### config.mk
export PLATFORM = sky130hd
export DESIGN_NAME = nvpec_top
export DESIGN_NICKNAME = d
export VERILOG_FILES = /design/src/pkg/nvpec_pkg.sv /design/src/hdl/nvpec_top.sv /design/src/hdl/nvpec_apb.sv /design/src/hdl/nvpec_latch.sv
export SDC_FILE = /design/constraint.sdc
export NUM_CORES = 1
export LEC_CHECK = 0
export BUFFER_PORTS_ARGS = -buffer_cell sky130_fd_sc_hd__buf_2
export CORE_MARGIN = 4
export CORE_UTILIZATION = 40
export CTS_CLUSTER_DIAMETER = 200
export DETAILED_ROUTE_END_ITERATION = 8
export PLACE_DENSITY_LB_ADDON = 0.2
export SETUP_SLACK_MARGIN = 0.4
export SLEW_MARGIN = 20
export SYNTH_ARGS = -nofsm -noshare
export SYNTH_HDL_FRONTEND = slang
export SYNTH_SLANG_ARGS = --single-unit
### constraint.sdc
create_clock -name ref_clk_i -period 2.1 [get_ports ref_clk_i]
set_input_delay 0.21 -clock ref_clk_i [delete_from_list [all_inputs] [get_ports ref_clk_i]]
set_output_delay 0.21 -clock ref_clk_i [all_outputs]
set_load 0.005 [all_outputs]
### src/pkg/nvpec_pkg.sv
// Constants and types for the nonvolatile program/erase controller
`default_nettype none
package nvpec_pkg;
    // ****************************************
    // Register map (index, byte address = 4 * index)
    // ****************************************
    localparam int ADDR_W = 12;
    localparam logic [9:0] CTRL_IDX = 10'h0f3;
    localparam logic [9:0] AUX_IDX = 10'h0f4;
    localparam logic [7:0] CTRL_RESET = 8'h80;
    localparam logic [7:0] AUX_RESET = 8'h00;
    // ****************************************
    // Control and auxiliary field positions
    // ****************************************
    localparam int GUARD_BIT = 7;
    localparam int SIZE_BIT = 4;
    localparam int ROW_BIT = 3;
    localparam int ERASE_BIT = 2;
    localparam int LATCH_BIT = 1;
    localparam int HV_BIT = 0;
    localparam int LOCK_BIT = 0;
    localparam int PUMP_BIT = 1;
    localparam int ROW_BYTES = 32;
    // Host-side wait while voltage is applied; the block never times it
    localparam int PROGRAM_DELAY_CYCLES = 20;
    // ****************************************
    // Types and helpers
    // ****************************************
    typedef enum logic [1:0] {
        SZ_ARRAY,
        SZ_ROW,
        SZ_LOC
    } nvpec_size_type;

    function automatic logic idx_hit(input logic [ADDR_W-1:0] addr, input logic [9:0] idx);
        idx_hit = (addr == {idx, 2'b00});
    endfunction : idx_hit
endpackage : nvpec_pkg
`default_nettype wire

### src/hdl/nvpec_top.sv
// Program/erase sequencing and interlocks for the byte-addressed, 16-bit-read nonvolatile array
// Operation
// Guard refuses bulk/row erase; write-gated
// Size and row bits choose erase extent
// Size and row ignored without erase
// Single erase hits only latched location
// Erase bit selects erase versus program
// Control bits frozen while voltage applied
// Latch arm captures next array write
// Array unreadable while latch armed
// Control bits writable together or separately
// Voltage bit sets only when armed
// Arm plus voltage together: arm only
// Voltage follows the voltage bit
// Array writes ignored, latches held under voltage
// Host clears voltage, then arm
// Host follows arm, write, apply order
// Host times program and erase delays
// Host may loop back keeping arm
// Pump monitor routes pump to pin
// Guard lock once normal, free special
// Misaligned word latches lower byte only
// Stop removes voltage, keeps bit
// Reset reads guard set, others zero
//
// Implementation choice: the APB interface to the registers.
`timescale 1ns/1ps
`default_nettype none
module nvpec_top (
    input wire logic ref_clk_i,
    input wire logic rst_i,
    input wire logic psel_i,
    input wire logic penable_i,
    input wire logic pwrite_i,
    input wire logic [nvpec_pkg::ADDR_W-1:0] paddr_i,
    input wire logic [31:0] pwdata_i,
    output logic pready_o,
    output logic [31:0] prdata_o,
    output logic pslverr_o,
    input wire logic special_mode_n_i,
    input wire logic stop_mode_i,
    input wire logic arr_wr_i,
    input wire logic arr_rd_i,
    input wire logic [nvpec_pkg::ADDR_W-1:0] arr_addr_i,
    input wire logic [15:0] arr_wdata_i,
    input wire logic arr_word_i,
    input wire logic [15:0] mem_rdata_i,
    output logic [15:0] arr_rdata_o,
    output logic arr_rvalid_o,
    output logic [nvpec_pkg::ADDR_W-1:0] lat_addr_o,
    output logic [15:0] lat_data_o,
    output logic lat_word_o,
    output logic erase_mode_o,
    output nvpec_pkg::nvpec_size_type erase_size_o,
    output logic erase_refused_o,
    output logic hv_on_o,
    output logic pump_monitor_o
);
    import nvpec_pkg::*;

    // ****************************************
    // Register bus
    // ****************************************
    logic ctrl_wr;
    logic aux_wr;
    logic [7:0] ctrl_q;
    logic [7:0] ctrl_d;
    logic [7:0] aux_q;
    logic [7:0] aux_d;
    logic lock_once_q;
    wire [7:0] wd = pwdata_i[7:0];

    nvpec_apb u_apb (
        .ref_clk_i(ref_clk_i),
        .rst_i(rst_i),
        .psel_i(psel_i),
        .penable_i(penable_i),
        .pwrite_i(pwrite_i),
        .paddr_i(paddr_i),
        .ctrl_rd_i(ctrl_q),
        .aux_rd_i(aux_q),
        .ctrl_wr_o(ctrl_wr),
        .aux_wr_o(aux_wr),
        .pready_o(pready_o),
        .prdata_o(prdata_o),
        .pslverr_o(pslverr_o)
    );

    // ****************************************
    // Mode strap synchroniser
    // ****************************************
    logic smn_s1_q;
    logic smn_s2_q;
    logic smn_s3_q;
    logic normal_q;

    always_ff @(posedge ref_clk_i or posedge rst_i) begin
        if (rst_i) begin
            smn_s1_q <= 1'b1;
            smn_s2_q <= 1'b1;
            smn_s3_q <= 1'b1;
            normal_q <= 1'b1;
        end else begin
            smn_s1_q <= special_mode_n_i;
            smn_s2_q <= smn_s1_q;
            smn_s3_q <= smn_s2_q;
            // A bouncing strap cannot flip the mode until two stages agree
            if (smn_s2_q == smn_s3_q) begin
                normal_q <= smn_s3_q;
            end
        end
    end

    // ****************************************
    // Control register next state
    // ****************************************
    wire guard = ctrl_q[GUARD_BIT];
    wire size_sel = ctrl_q[SIZE_BIT];
    wire row_sel = ctrl_q[ROW_BIT];
    wire erase = ctrl_q[ERASE_BIT];
    wire latch_arm = ctrl_q[LATCH_BIT];
    wire hv = ctrl_q[HV_BIT];
    wire guard_lock = aux_q[LOCK_BIT];
    wire cfg_wr = ctrl_wr & ~hv;
    wire guard_wr = cfg_wr & ~guard_lock;

    always_comb begin
        ctrl_d = ctrl_q;
        ctrl_d[6:5] = 2'b00;
        if (guard_wr) begin
            ctrl_d[GUARD_BIT] = wd[GUARD_BIT];
        end
        if (cfg_wr) begin
            ctrl_d[SIZE_BIT] = wd[SIZE_BIT];
            ctrl_d[ROW_BIT] = wd[ROW_BIT];
            ctrl_d[ERASE_BIT] = wd[ERASE_BIT];
            ctrl_d[LATCH_BIT] = wd[LATCH_BIT];
        end
        if (ctrl_wr) begin
            // Every control write rewrites the voltage bit, so clearing is never refused
            ctrl_d[HV_BIT] = wd[HV_BIT] & latch_arm;
        end
    end

    // ****************************************
    // Auxiliary register: guard lock and pump monitor
    // ****************************************
    wire lock_wr = aux_wr & (~normal_q | ~lock_once_q);

    always_comb begin
        aux_d = aux_q;
        aux_d[7:2] = 6'h00;
        if (lock_wr) begin
            aux_d[LOCK_BIT] = wd[LOCK_BIT];
        end
        if (aux_wr & ~normal_q) begin
            aux_d[PUMP_BIT] = wd[PUMP_BIT];
        end
        if (normal_q) begin
            aux_d[PUMP_BIT] = 1'b0;
        end
    end

    always_ff @(posedge ref_clk_i or posedge rst_i) begin
        if (rst_i) begin
            ctrl_q <= CTRL_RESET;
            aux_q <= AUX_RESET;
            lock_once_q <= 1'b0;
        end else begin
            ctrl_q <= ctrl_d;
            aux_q <= aux_d;
            lock_once_q <= lock_once_q | (aux_wr & normal_q);
        end
    end

    // ****************************************
    // Target latches
    // ****************************************
    wire capture = arr_wr_i & latch_arm & ~hv;

    nvpec_latch u_latch (
        .ref_clk_i(ref_clk_i),
        .rst_i(rst_i),
        .capture_i(capture),
        .addr_i(arr_addr_i),
        .wdata_i(arr_wdata_i),
        .word_i(arr_word_i),
        .addr_o(lat_addr_o),
        .data_o(lat_data_o),
        .word_o(lat_word_o)
    );

    // ****************************************
    // Erase selection and voltage control
    // ****************************************
    nvpec_size_type size_sel_d;
    assign size_sel_d = size_sel ? SZ_LOC : (row_sel ? SZ_ROW : SZ_ARRAY);
    assign erase_size_o = erase ? size_sel_d : SZ_LOC;
    assign erase_mode_o = erase;
    assign erase_refused_o = erase & guard & ~size_sel;
    // Stop drops the voltage but keeps the bit, so leaving stop resumes the operation
    assign hv_on_o = hv & ~stop_mode_i & ~erase_refused_o;
    assign pump_monitor_o = aux_q[PUMP_BIT];

    // ****************************************
    // Array read path
    // ****************************************
    logic [15:0] rdata_q;
    logic rvalid_q;
    wire rd_ok = arr_rd_i & ~latch_arm;

    always_ff @(posedge ref_clk_i or posedge rst_i) begin
        if (rst_i) begin
            rdata_q <= 16'h0000;
            rvalid_q <= 1'b0;
        end else begin
            rdata_q <= rd_ok ? mem_rdata_i : 16'h0000;
            rvalid_q <= rd_ok;
        end
    end

    assign arr_rdata_o = rdata_q;
    assign arr_rvalid_o = rvalid_q;
endmodule : nvpec_top
`default_nettype wire

### src/hdl/nvpec_apb.sv
// APB slave front end for the program/erase controller registers
`timescale 1ns/1ps
`default_nettype none
module nvpec_apb (
    input wire logic ref_clk_i,
    input wire logic rst_i,
    input wire logic psel_i,
    input wire logic penable_i,
    input wire logic pwrite_i,
    input wire logic [nvpec_pkg::ADDR_W-1:0] paddr_i,
    input wire logic [7:0] ctrl_rd_i,
    input wire logic [7:0] aux_rd_i,
    output logic ctrl_wr_o,
    output logic aux_wr_o,
    output logic pready_o,
    output logic [31:0] prdata_o,
    output logic pslverr_o
);
    import nvpec_pkg::*;
    logic [31:0] prdata_q;
    logic err_q;
    wire hit_ctrl = idx_hit(paddr_i, CTRL_IDX);
    wire hit_aux = idx_hit(paddr_i, AUX_IDX);
    wire setup = psel_i & ~penable_i;
    wire access = psel_i & penable_i & pwrite_i;
    wire [7:0] rd_mux = hit_ctrl ? ctrl_rd_i : (hit_aux ? aux_rd_i : 8'h00);

    // Read data and error are captured in the setup cycle
    always_ff @(posedge ref_clk_i or posedge rst_i) begin
        if (rst_i) begin
            prdata_q <= 32'h0000_0000;
            err_q <= 1'b0;
        end else if (setup) begin
            prdata_q <= pwrite_i ? 32'h0000_0000 : {24'h00_0000, rd_mux};
            err_q <= ~(hit_ctrl | hit_aux);
        end
    end

    assign pready_o = psel_i & penable_i;
    assign prdata_o = prdata_q;
    assign pslverr_o = err_q;
    assign ctrl_wr_o = access & hit_ctrl;
    assign aux_wr_o = access & hit_aux;
endmodule : nvpec_apb
`default_nettype wire

### src/hdl/nvpec_latch.sv
// Address and data latches for the program/erase target
`timescale 1ns/1ps
`default_nettype none
module nvpec_latch (
    input wire logic ref_clk_i,
    input wire logic rst_i,
    input wire logic capture_i,
    input wire logic [nvpec_pkg::ADDR_W-1:0] addr_i,
    input wire logic [15:0] wdata_i,
    input wire logic word_i,
    output logic [nvpec_pkg::ADDR_W-1:0] addr_o,
    output logic [15:0] data_o,
    output logic word_o
);
    import nvpec_pkg::*;
    logic [ADDR_W-1:0] addr_q;
    logic [15:0] data_q;
    logic word_q;
    wire misaligned = word_i & addr_i[0];
    wire [15:0] data_d = misaligned ? {8'h00, wdata_i[7:0]} : wdata_i;

    always_ff @(posedge ref_clk_i or posedge rst_i) begin
        if (rst_i) begin
            addr_q <= '0;
            data_q <= 16'h0000;
            word_q <= 1'b0;
        end else if (capture_i) begin
            addr_q <= addr_i;
            data_q <= data_d;
            word_q <= word_i & ~misaligned;
        end
    end

    assign addr_o = addr_q;
    assign data_o = data_q;
    assign word_o = word_q;
endmodule : nvpec_latch
`default_nettype wire

After elaboration in Yosys (flattened, before gate mapping)

Index checks and enable logic that the tools add are counted.

Equal/unequal tests: 3
Multiplexer cells: 10
Bitwise gates (word level): 34
Reduce and logical (&&, ||, !) cells: 1

Operator list:

| kind                   | number |
|---|---|
| $mux W16               | 2 |
| $eq A12 B10 Y1 const B | 2 |
| $and A1 B1 Y1          | 20 |
| $mux W8                | 2 |
| $not A1 Y1             | 11 |
| $mux W2                | 3 |
| $mux W1                | 3 |
| $or A1 B1 Y1           | 3 |
| $reduce_bool A2 Y1     | 1 |
| $eq A1 B1 Y1           | 1 |

Register bits: 92
Word-level logic and storage cells: 65

Depth between registers and ports, before layout

Gate-level depths: netlist of the first run.

Depth after elaboration: 6
Depth in mapped cells: 5

By module

A second synthesis of the first run with hierarchy kept.

Cell total of the unflattened synthesis: 233
Area, all modules: 2952.8 um^2

Modules (own cells, without submodules):

| module      | times used | cells an instance | area each (um^2) | seq. area each (um^2) |
|---|---|---|---|---|
| nvpec_latch | 1          | 83                | 1137.3           | 725.7 |
| nvpec_top   | 1          | 72                | 1092.3           | 757.0 |
| nvpec_apb   | 1          | 78                | 723.2            | 225.2 |

Worst setup path after synthesis of the first run

OpenSTA, ideal clock, no wires.

Kind: register -> register
Start: reg ctrl_q[0]
End: reg u_latch.addr_q[1], in the netlist u_latch.addr_o[1]
Arrival: 1.199 ns
Required time: 1.973 ns
Slack: 0.774 ns
Stages on the path, launching flop included: 5
Path buffers: 2
Period minus slack after synthesis: 1.326 ns
Path through: dfrtp_1 nand3b_1 buf_4 buf_6 mux2_1

Word-level cells in the longest chain between the ends: 2

Ends and longest elaborated chain:

| item                     | RTL line          | RTL |
|---|---|---|
| start: declaration       | nvpec_top.sv:66   | `logic [7:0] ctrl_q;` |
| start signal: assignment | nvpec_top.sv:170  | `ctrl_q <= ctrl_d;` |
| $not A1 Y1               | nvpec_top.sv:179  | `wire capture = arr_wr_i & latch_arm & ~hv;` |
| $and A1 B1 Y1            | nvpec_top.sv:179  |  |
| end signal: assignment   | nvpec_latch.sv:28 | `addr_q <= addr_i;` |
| end: declaration         | nvpec_latch.sv:16 | `logic [ADDR_W-1:0] addr_q;` |

Every way passes these cells.
A chain may end at the register's enable or synchronous reset.

Worst setup path in the final report of the first run

Start: reg ctrl_q[2]
End: out hv_on_o

Word-level cells in the longest chain between the ends: 4

Ends and longest elaborated chain:

| item                        | RTL line         | RTL |
|---|---|---|
| $and A1 B1 Y1 (2 in series) | nvpec_top.sv:200 | `assign erase_refused_o = erase & guard & ~size_sel;` |
| $not A1 Y1                  | nvpec_top.sv:202 | `assign hv_on_o = hv & ~stop_mode_i & ~erase_refused_o;` |
| $and A1 B1 Y1               | nvpec_top.sv:202 |  |
| end: declaration            | nvpec_top.sv:56  | `output logic hv_on_o,` |

Every way passes these cells.

==> metrics.cfg, run 1 <==
[run_status]
status = finished clean

[layout]
diodes = 0
drive_gt1_share_pct = 53.20
final_nets = 452
final_cells = 439
areaGrowthSynthToFinish_pct = 31.62

[setup_path]
path_class = reg -> out
worstPathArrival_ns = 1.21
reg2reg_depth = 3
critPathBufInv = 1
critical_path.max_stage_delay_ns = 0.41
path_cells = nand2b_1 -> nor2_1 -> nor3b_1 -> buf_2
path_depth = 4
cpLargestDelayFamily = flip-flops
critPathSlowestCell = dfrtp_1
worstSetupStartpointType = flip-flop
cp.required_ns = 1.89
endpoint_kind = output port
cp_max_fo = 4

[pwr]
ir_drop_mv = 0.4220
total_power_mw = 2.534
powerDensity_nw_per_um2 = 694.0
p_leak_nw = 2.077

[logic_synthesis]
synth_cell_types = 34
avgSynthCellArea_um2 = 12.96
yosys.area_share.simple_pct = 14.66
async_flop_share_pct = 100.0
synthCells = 214
synth.area.top_cells = dfrtp_1, mux2_2, buf_4
synth_top_family_by_area = simple AND/OR/NAND/NOR gates
synthXorXnorAreaFrac_pct = 0
synth_warnings = 0
synth_edf_count = 0
ys.flop_type = dfrtp_1
yosysMostFrequentCell = dfrtp_1
synthMuxAreaShare_pct = 10.92
synthAdderAreaFrac_pct = 0.3608
yosys.area.top_type = dfrtp_1
ys_top_cells_by_count = dfrtp_1, buf_4, mux2_2
syn_area_um2 = 2774
synth.top_cell.area_share_pct = 55.03
synth-compound-area-share_pct = 5.007
yosys_register_bits = 66
yosysSeqAreaShare_pct = 59.77

[global_routing]
use_met1_pct = 17.40
antenna_found_initial = 0
grtUsageTotal_pct = 14.40
gr-usage-met3_pct = 6.214
grt_pass1_wl_um = 9439
grt_max_degree = 39
gr-total-overflow = 0
top_usage_layer = met2
grt.met2_usage_pct = 22.50
grt_pass1_vias = 1967

[sta]
setup_tns_ns = 0
whs_ns = 0.08608
max_freq_ghz = 0.7040
finalHoldViolCount = 0
slew_headroom_pct = 56.35
finalCriticalPeriod_ns = 1.420
finalCritPeriodShare_pct = 67.64
finalMaxSlewViolations = 0
setup_viol = 0
skew_ns = 0.009862
tightestPinTransition_ns = 0.6534
rsz0062_at_grt = false

[clock_network]
path_clk_slew_ns = 0.07
numCtsBuffers = 9
insertion_delay_ns = 0.33
clockBufferDepth = 2
clock-sinks = 66
ctsRootBufferMaster = clkbuf_8
post_cts_buffers = 0
htree_levels = 3
cts_tree = built

[placed_design]
hpwl_um = 4455
placed_cells = 421
gp_congestion = 0.6796
port_buffers = 131

[routing]
post_drt_wl_per_cell_um = 13.05
routed_via_density = 4.465
ant_nets = 0
drt_wl_total_um = 5731
dr.pass1.iters = 4
drc = 0
vias = 1960
dr.first_iter.drc_count = 33

[floorplanning]
fp.dieArea_um2 = 8331
start_util_pct = 41.06
dieWidth_um = 91.28
ios = 184
rows = 30
coreArea_um2 = 6756
die_h_um = 91.28

[min_path]
hold_depth = 2
hold_class = in -> reg

[run]
drv_cap = 0

[sequential cells by signal, summed over array words and instances (netlist names)]
| signal | count |
|---|---|
| u_apb.pslverr_o | 1 |
| lock_once_q | 1 |
| u_apb.prdata_o | 6 |
| u_latch.data_o | 16 |
| u_latch.word_o | 1 |
| ctrl_q | 6 |
| smn_s1_q | 1 |
| arr_rdata_o | 16 |
| aux_q | 2 |
| smn_s3_q | 1 |
| normal_q | 1 |
| u_latch.addr_o | 12 |
| arr_rvalid_o | 1 |
| smn_s2_q | 1 |
[timing repair]
action / 4_1_cts / 5_1_grt
gates resized for setup: 0 / 0
hold buffers: 2 / 0
endpoints found under the hold margin: 26 / 0
[metal layers]
layer	vias up	share of wire, %	wire length, µm
met1	904	41	2324
li1	952	-	-
met2	94	47	2719
met3	10	10	597
met5	-	0	0
met4	0	1.6	89
[path summary, 6_finish.rpt]
check,from,endpoint,slack [ns]
setup / recovery,ctrl_q[2]$_DFFE_PP0P_,hv_on_o,0.68
hold / removal,mem_rdata_i[12],arr_rdata_o[12]$_DFF_PP0_,0.09
setup reg to reg,ctrl_q[0]$_DFFE_PP0N_,u_latch.data_o[4]$_DFFE_PP0P_,0.70
hold reg to reg,smn_s1_q$_DFF_PP1_,smn_s2_q$_DFF_PP1_,0.35
max in group asynchronous,rst_i,ctrl_q[7]$_DFFE_PP1P_,0.93
min in group asynchronous,rst_i,u_latch.data_o[3]$_DFFE_PP0P_,0.51
[final cells by class]
| type | count | area, µm² |
|---|---|---|
| fill | 632 | 3105 |
| sequential | 66 | 1658 |
| multi-input combinational | 137 | 955.9 |
| timing repair buffer | 136 | 723.2 |
| clock buffer | 11 | 141.4 |
| tap | 80 | 100.1 |
| clock inverter | 5 | 53.80 |
| inverter | 4 | 18.77 |
[power breakdown]
| part | internal, mW | switching [mW] | leakage (nW) |
|---|---|---|---|
| logic | 0.0921 | 0.0925 | 1.09 |
| clock network | 0.577 | 0.459 | 0.103 |
| registers | 1.30 | 0.0105 | 0.882 |
| total | 1.97 | 0.562 | 2.08 |
[cell usage in the layout (no fill, tap or decap), types with 4 or more instances in the layout]
cell and count:
dfrtp_1 61, a22o_1 4, nor2_1 5, dfstp_2 5, and2_1 17, nand2_1 23, mux2_2 24, buf_2 131
conb_1 26, o21ai_0 11, clkbuf_8 10
[metrics by stage]
| step | setup WS (ns) | util, % | instance area (µm²) |
|---|---|---|---|
| final | 0.6796 | 54.04 | 3651 |
| after global routing | 0.5171 | 54.04 | 3651 |
| after CTS | 0.6525 | 54.04 | 3651 |
| after detailed placement | 0.5901 | 50.85 | 3436 |
| after global placement | 0.5961 | 50.85 | 3436 |
| after floorplan | 0.7735 | - | 2872 |
[cell families (layout without fill, tap and decap cells)]
family                     count (synthesis)  after routing
DFF                                       66             66
and+or+nand+nor                           62             62
buffers and inverters                     36            156
muxes                                     27             27
AOI/OAI and AO/OA                         21             21
adders and majority gates                  1              1
other                                      1             26
Power figures use the tool's default switching activity.
==> inputs of run 2 (changes only) <==
- CORE_UTILIZATION: 40 -> 38
- clock period: 2.1 -> 1.24 ns (I/O delays scaled with it)
==> metrics.cfg, run 2 (synthesized netlist as in run 1, its figures left out) <==
[sta]
setup_viol = 22  ; +22
finalMaxSlewViolations = 0  ; unchanged
finalHoldViolCount = 0  ; unchanged
skew_ns = 0.006694  ; -0.003168 ns
fin_ws_ns = -0.07471  ; -0.7543 ns
max_freq_ghz = 0.7606
rsz0062_at_grt = true
finalCriticalPeriod_ns = 1.315
setup_tns_ns = -1.025  ; -1.025 ns
finalCritPeriodShare_pct = 106.0

[global_routing]
grt_max_degree = 42  ; +7.7%
grt_pass1_wl_um = 10690  ; +13%
antenna_found_initial = 0  ; unchanged
grt_pass1_vias = 2256  ; +15%
gr-total-overflow = 0  ; unchanged
grtUsageTotal_pct = 15.66  ; +1.3 points

[min_path]
hold_class = in -> reg
hold_start = arr_addr_i[6]
hold_depth = 2  ; unchanged
hold_path_end = u_latch.addr_o[6]$_DFFE_PP0P_

[routing]
drc = 0  ; unchanged
wl_met2_um = 3717  ; +37%
wl_met1_um = 3048  ; +31%
ant_nets = 0  ; unchanged
vias = 2265  ; +16%
drt_wl_total_um = 7445  ; +30%
dr.first_iter.drc_count = 57  ; +73%
met3WireLength_um = 629  ; +5.4%
top_layer = met4
post_drt_wl_per_cell_um = 14.37  ; +10%
dr.pass1.iters = 4  ; unchanged
routed_via_density = 4.373  ; -2.1%

[floorplanning]
fp.dieArea_um2 = 8731  ; +4.8%
die_h_um = 93.44  ; +2.4%
start_util_pct = 39.95  ; -1.1 points
coreArea_um2 = 6944  ; +2.8%
rows = 30  ; unchanged
ios = 184  ; unchanged
dieWidth_um = 93.44  ; +2.4%

[clock_network]
path_clk_slew_ns = 0.07  ; about the same
ctsRootBufferMaster = clkbuf_8
cts_tree = built
htree_levels = 3  ; unchanged
insertion_delay_ns = 0.33  ; about the same
clockBufferDepth = 2  ; unchanged
clock-sinks = 66  ; unchanged
numCtsBuffers = 9  ; unchanged

[layout]
final_nets = 516  ; +14%
drive_gt1_share_pct = 67.06  ; +14 points
final_cell_area_um2 = 4607  ; +26%
layout_common_cells = buf_2, dfrtp_1, buf_6
diodes = 0  ; unchanged
final_common_cell = buf_2
areaGrowthSynthToFinish_pct = 66.08

[placed_design]
port_buffers = 131  ; unchanged
pre_cts_ws_ns = -0.1852  ; -0.7753 ns
hpwl_um = 4699  ; +5.5%
gp_congestion = 0.6991  ; +2.9%
dpl_cell_area_um2 = 3616  ; +5.2%

[setup_path]
rrSetupSlack_ns = -0.07  ; -0.77 ns
cp_max_fo = 8  ; +4
critPathBufInv = 2  ; +1
path_cells = nand3b_1 -> buf_6 -> clkbuf_16 -> mux2_2
path_class = reg -> reg
r2r_end = u_latch.data_o[6]$_DFFE_PP0P_
critPathSlowestCell = dfrtp_1
cpLargestDelayFamily = flip-flops
r2r-start = ctrl_q[1]$_DFFE_PP0P_
reg2reg_depth = 4  ; +1
cp.required_ns = 1.45  ; -0.44 ns
worstPathArrival_ns = 1.53  ; +0.32 ns
endpoint_kind = flip-flop
worstSetupStartpointType = flip-flop
critical_path.max_stage_delay_ns = 0.41  ; about the same

[run]
drv_cap = 0  ; unchanged

[pwr]
ir_drop_mv = 0.8187  ; +94%
p_leak_nw = 2.585  ; +24%
powerDensity_nw_per_um2 = 1028  ; +48%

[run_status]
status = finished with violations
violations = setup timing

[run 2: cell types whose count changed in the layout (fill, tap and decap cells not counted), moves of 5 or more]
cell	change
nand2_1	-5
buf_6	+27
mux2_2	-7
o21ai_0	-11
and2_4	+16
and2_1	-16
buf_4	+22
mux2_4	+9
o21ai_2	+10
dlygate4sd3_1	+16
[run 2: per-layer routing]
layer	global-route usage, %	vias to the layer above
met2	25.61	96
met1	19.16	1084
li1	-	1080
met4	4.762	0
met5	0	-
met3	5.953	5
[run 2: worst max-delay path by stage]
stage                                     start  depth (start not counted)                             to
after global routing      ctrl_q[2]$_DFFE_PP0P_                          4                        hv_on_o
after global placement               paddr_i[0]                          5          ctrl_q[3]$_DFFE_PP0P_
after floorplan           ctrl_q[0]$_DFFE_PP0N_                          4  u_latch.addr_o[1]$_DFFE_PP0P_
after CTS                 ctrl_q[2]$_DFFE_PP0P_                          4                        hv_on_o
after detailed placement             paddr_i[0]                          5          ctrl_q[3]$_DFFE_PP0P_
final                     ctrl_q[1]$_DFFE_PP0P_                          4  u_latch.data_o[6]$_DFFE_PP0P_
[run 2: power breakdown]
group	switching [mW]	internal, mW	leakage, nW
Sequential	0.0173	2.21	0.882
Combinational	0.202	0.260	1.59
Clock	0.764	1.29	0.116
Total	0.983	3.75	2.59
[run 2: stage by stage]
stage | cells | util (%) | hold WS (ns) | power [mW]
3_3_place_gp | 450 | 52.07 | 0.2072 | 2.594
2_1_floorplan | 239 | - | 0.1285 | 2.456
5_1_grt | 518 | 66.34 | 0.003143 | 4.963
6_report | 518 | 66.34 | 0.02242 | 4.738
4_1_cts | 495 | 61.15 | 0.0005258 | 4.750
3_5_place_dp | 450 | 52.07 | 0.2010 | 2.603
[run 2: layout make-up]
type	count	area (µm²)
repair buffers	200	1408
multi-input cells	137	1174
flip-flops and latches	66	1658
fillers	553	2337
clock buffers	13	168.9
clock inverters	2	60.06
well taps	96	120.1
inverters	4	18.77
[run 2: what timing repair did]
action,in CTS,in global routing
hold buffers,15,3
setup endpoints to repair,118,120
cloned,1,8
gates resized for setup,44,41
endpoints found under the hold margin,75,3
buffers inserted,14,12
pin swaps,14,34
[run 2: worst reg2reg max path, delay by kind of cell (launching register included)]
family        cells  cell delay [ns]
simple gates      1             0.11
buf+inv           2             0.36
flops             1             0.41
mux               1             0.33
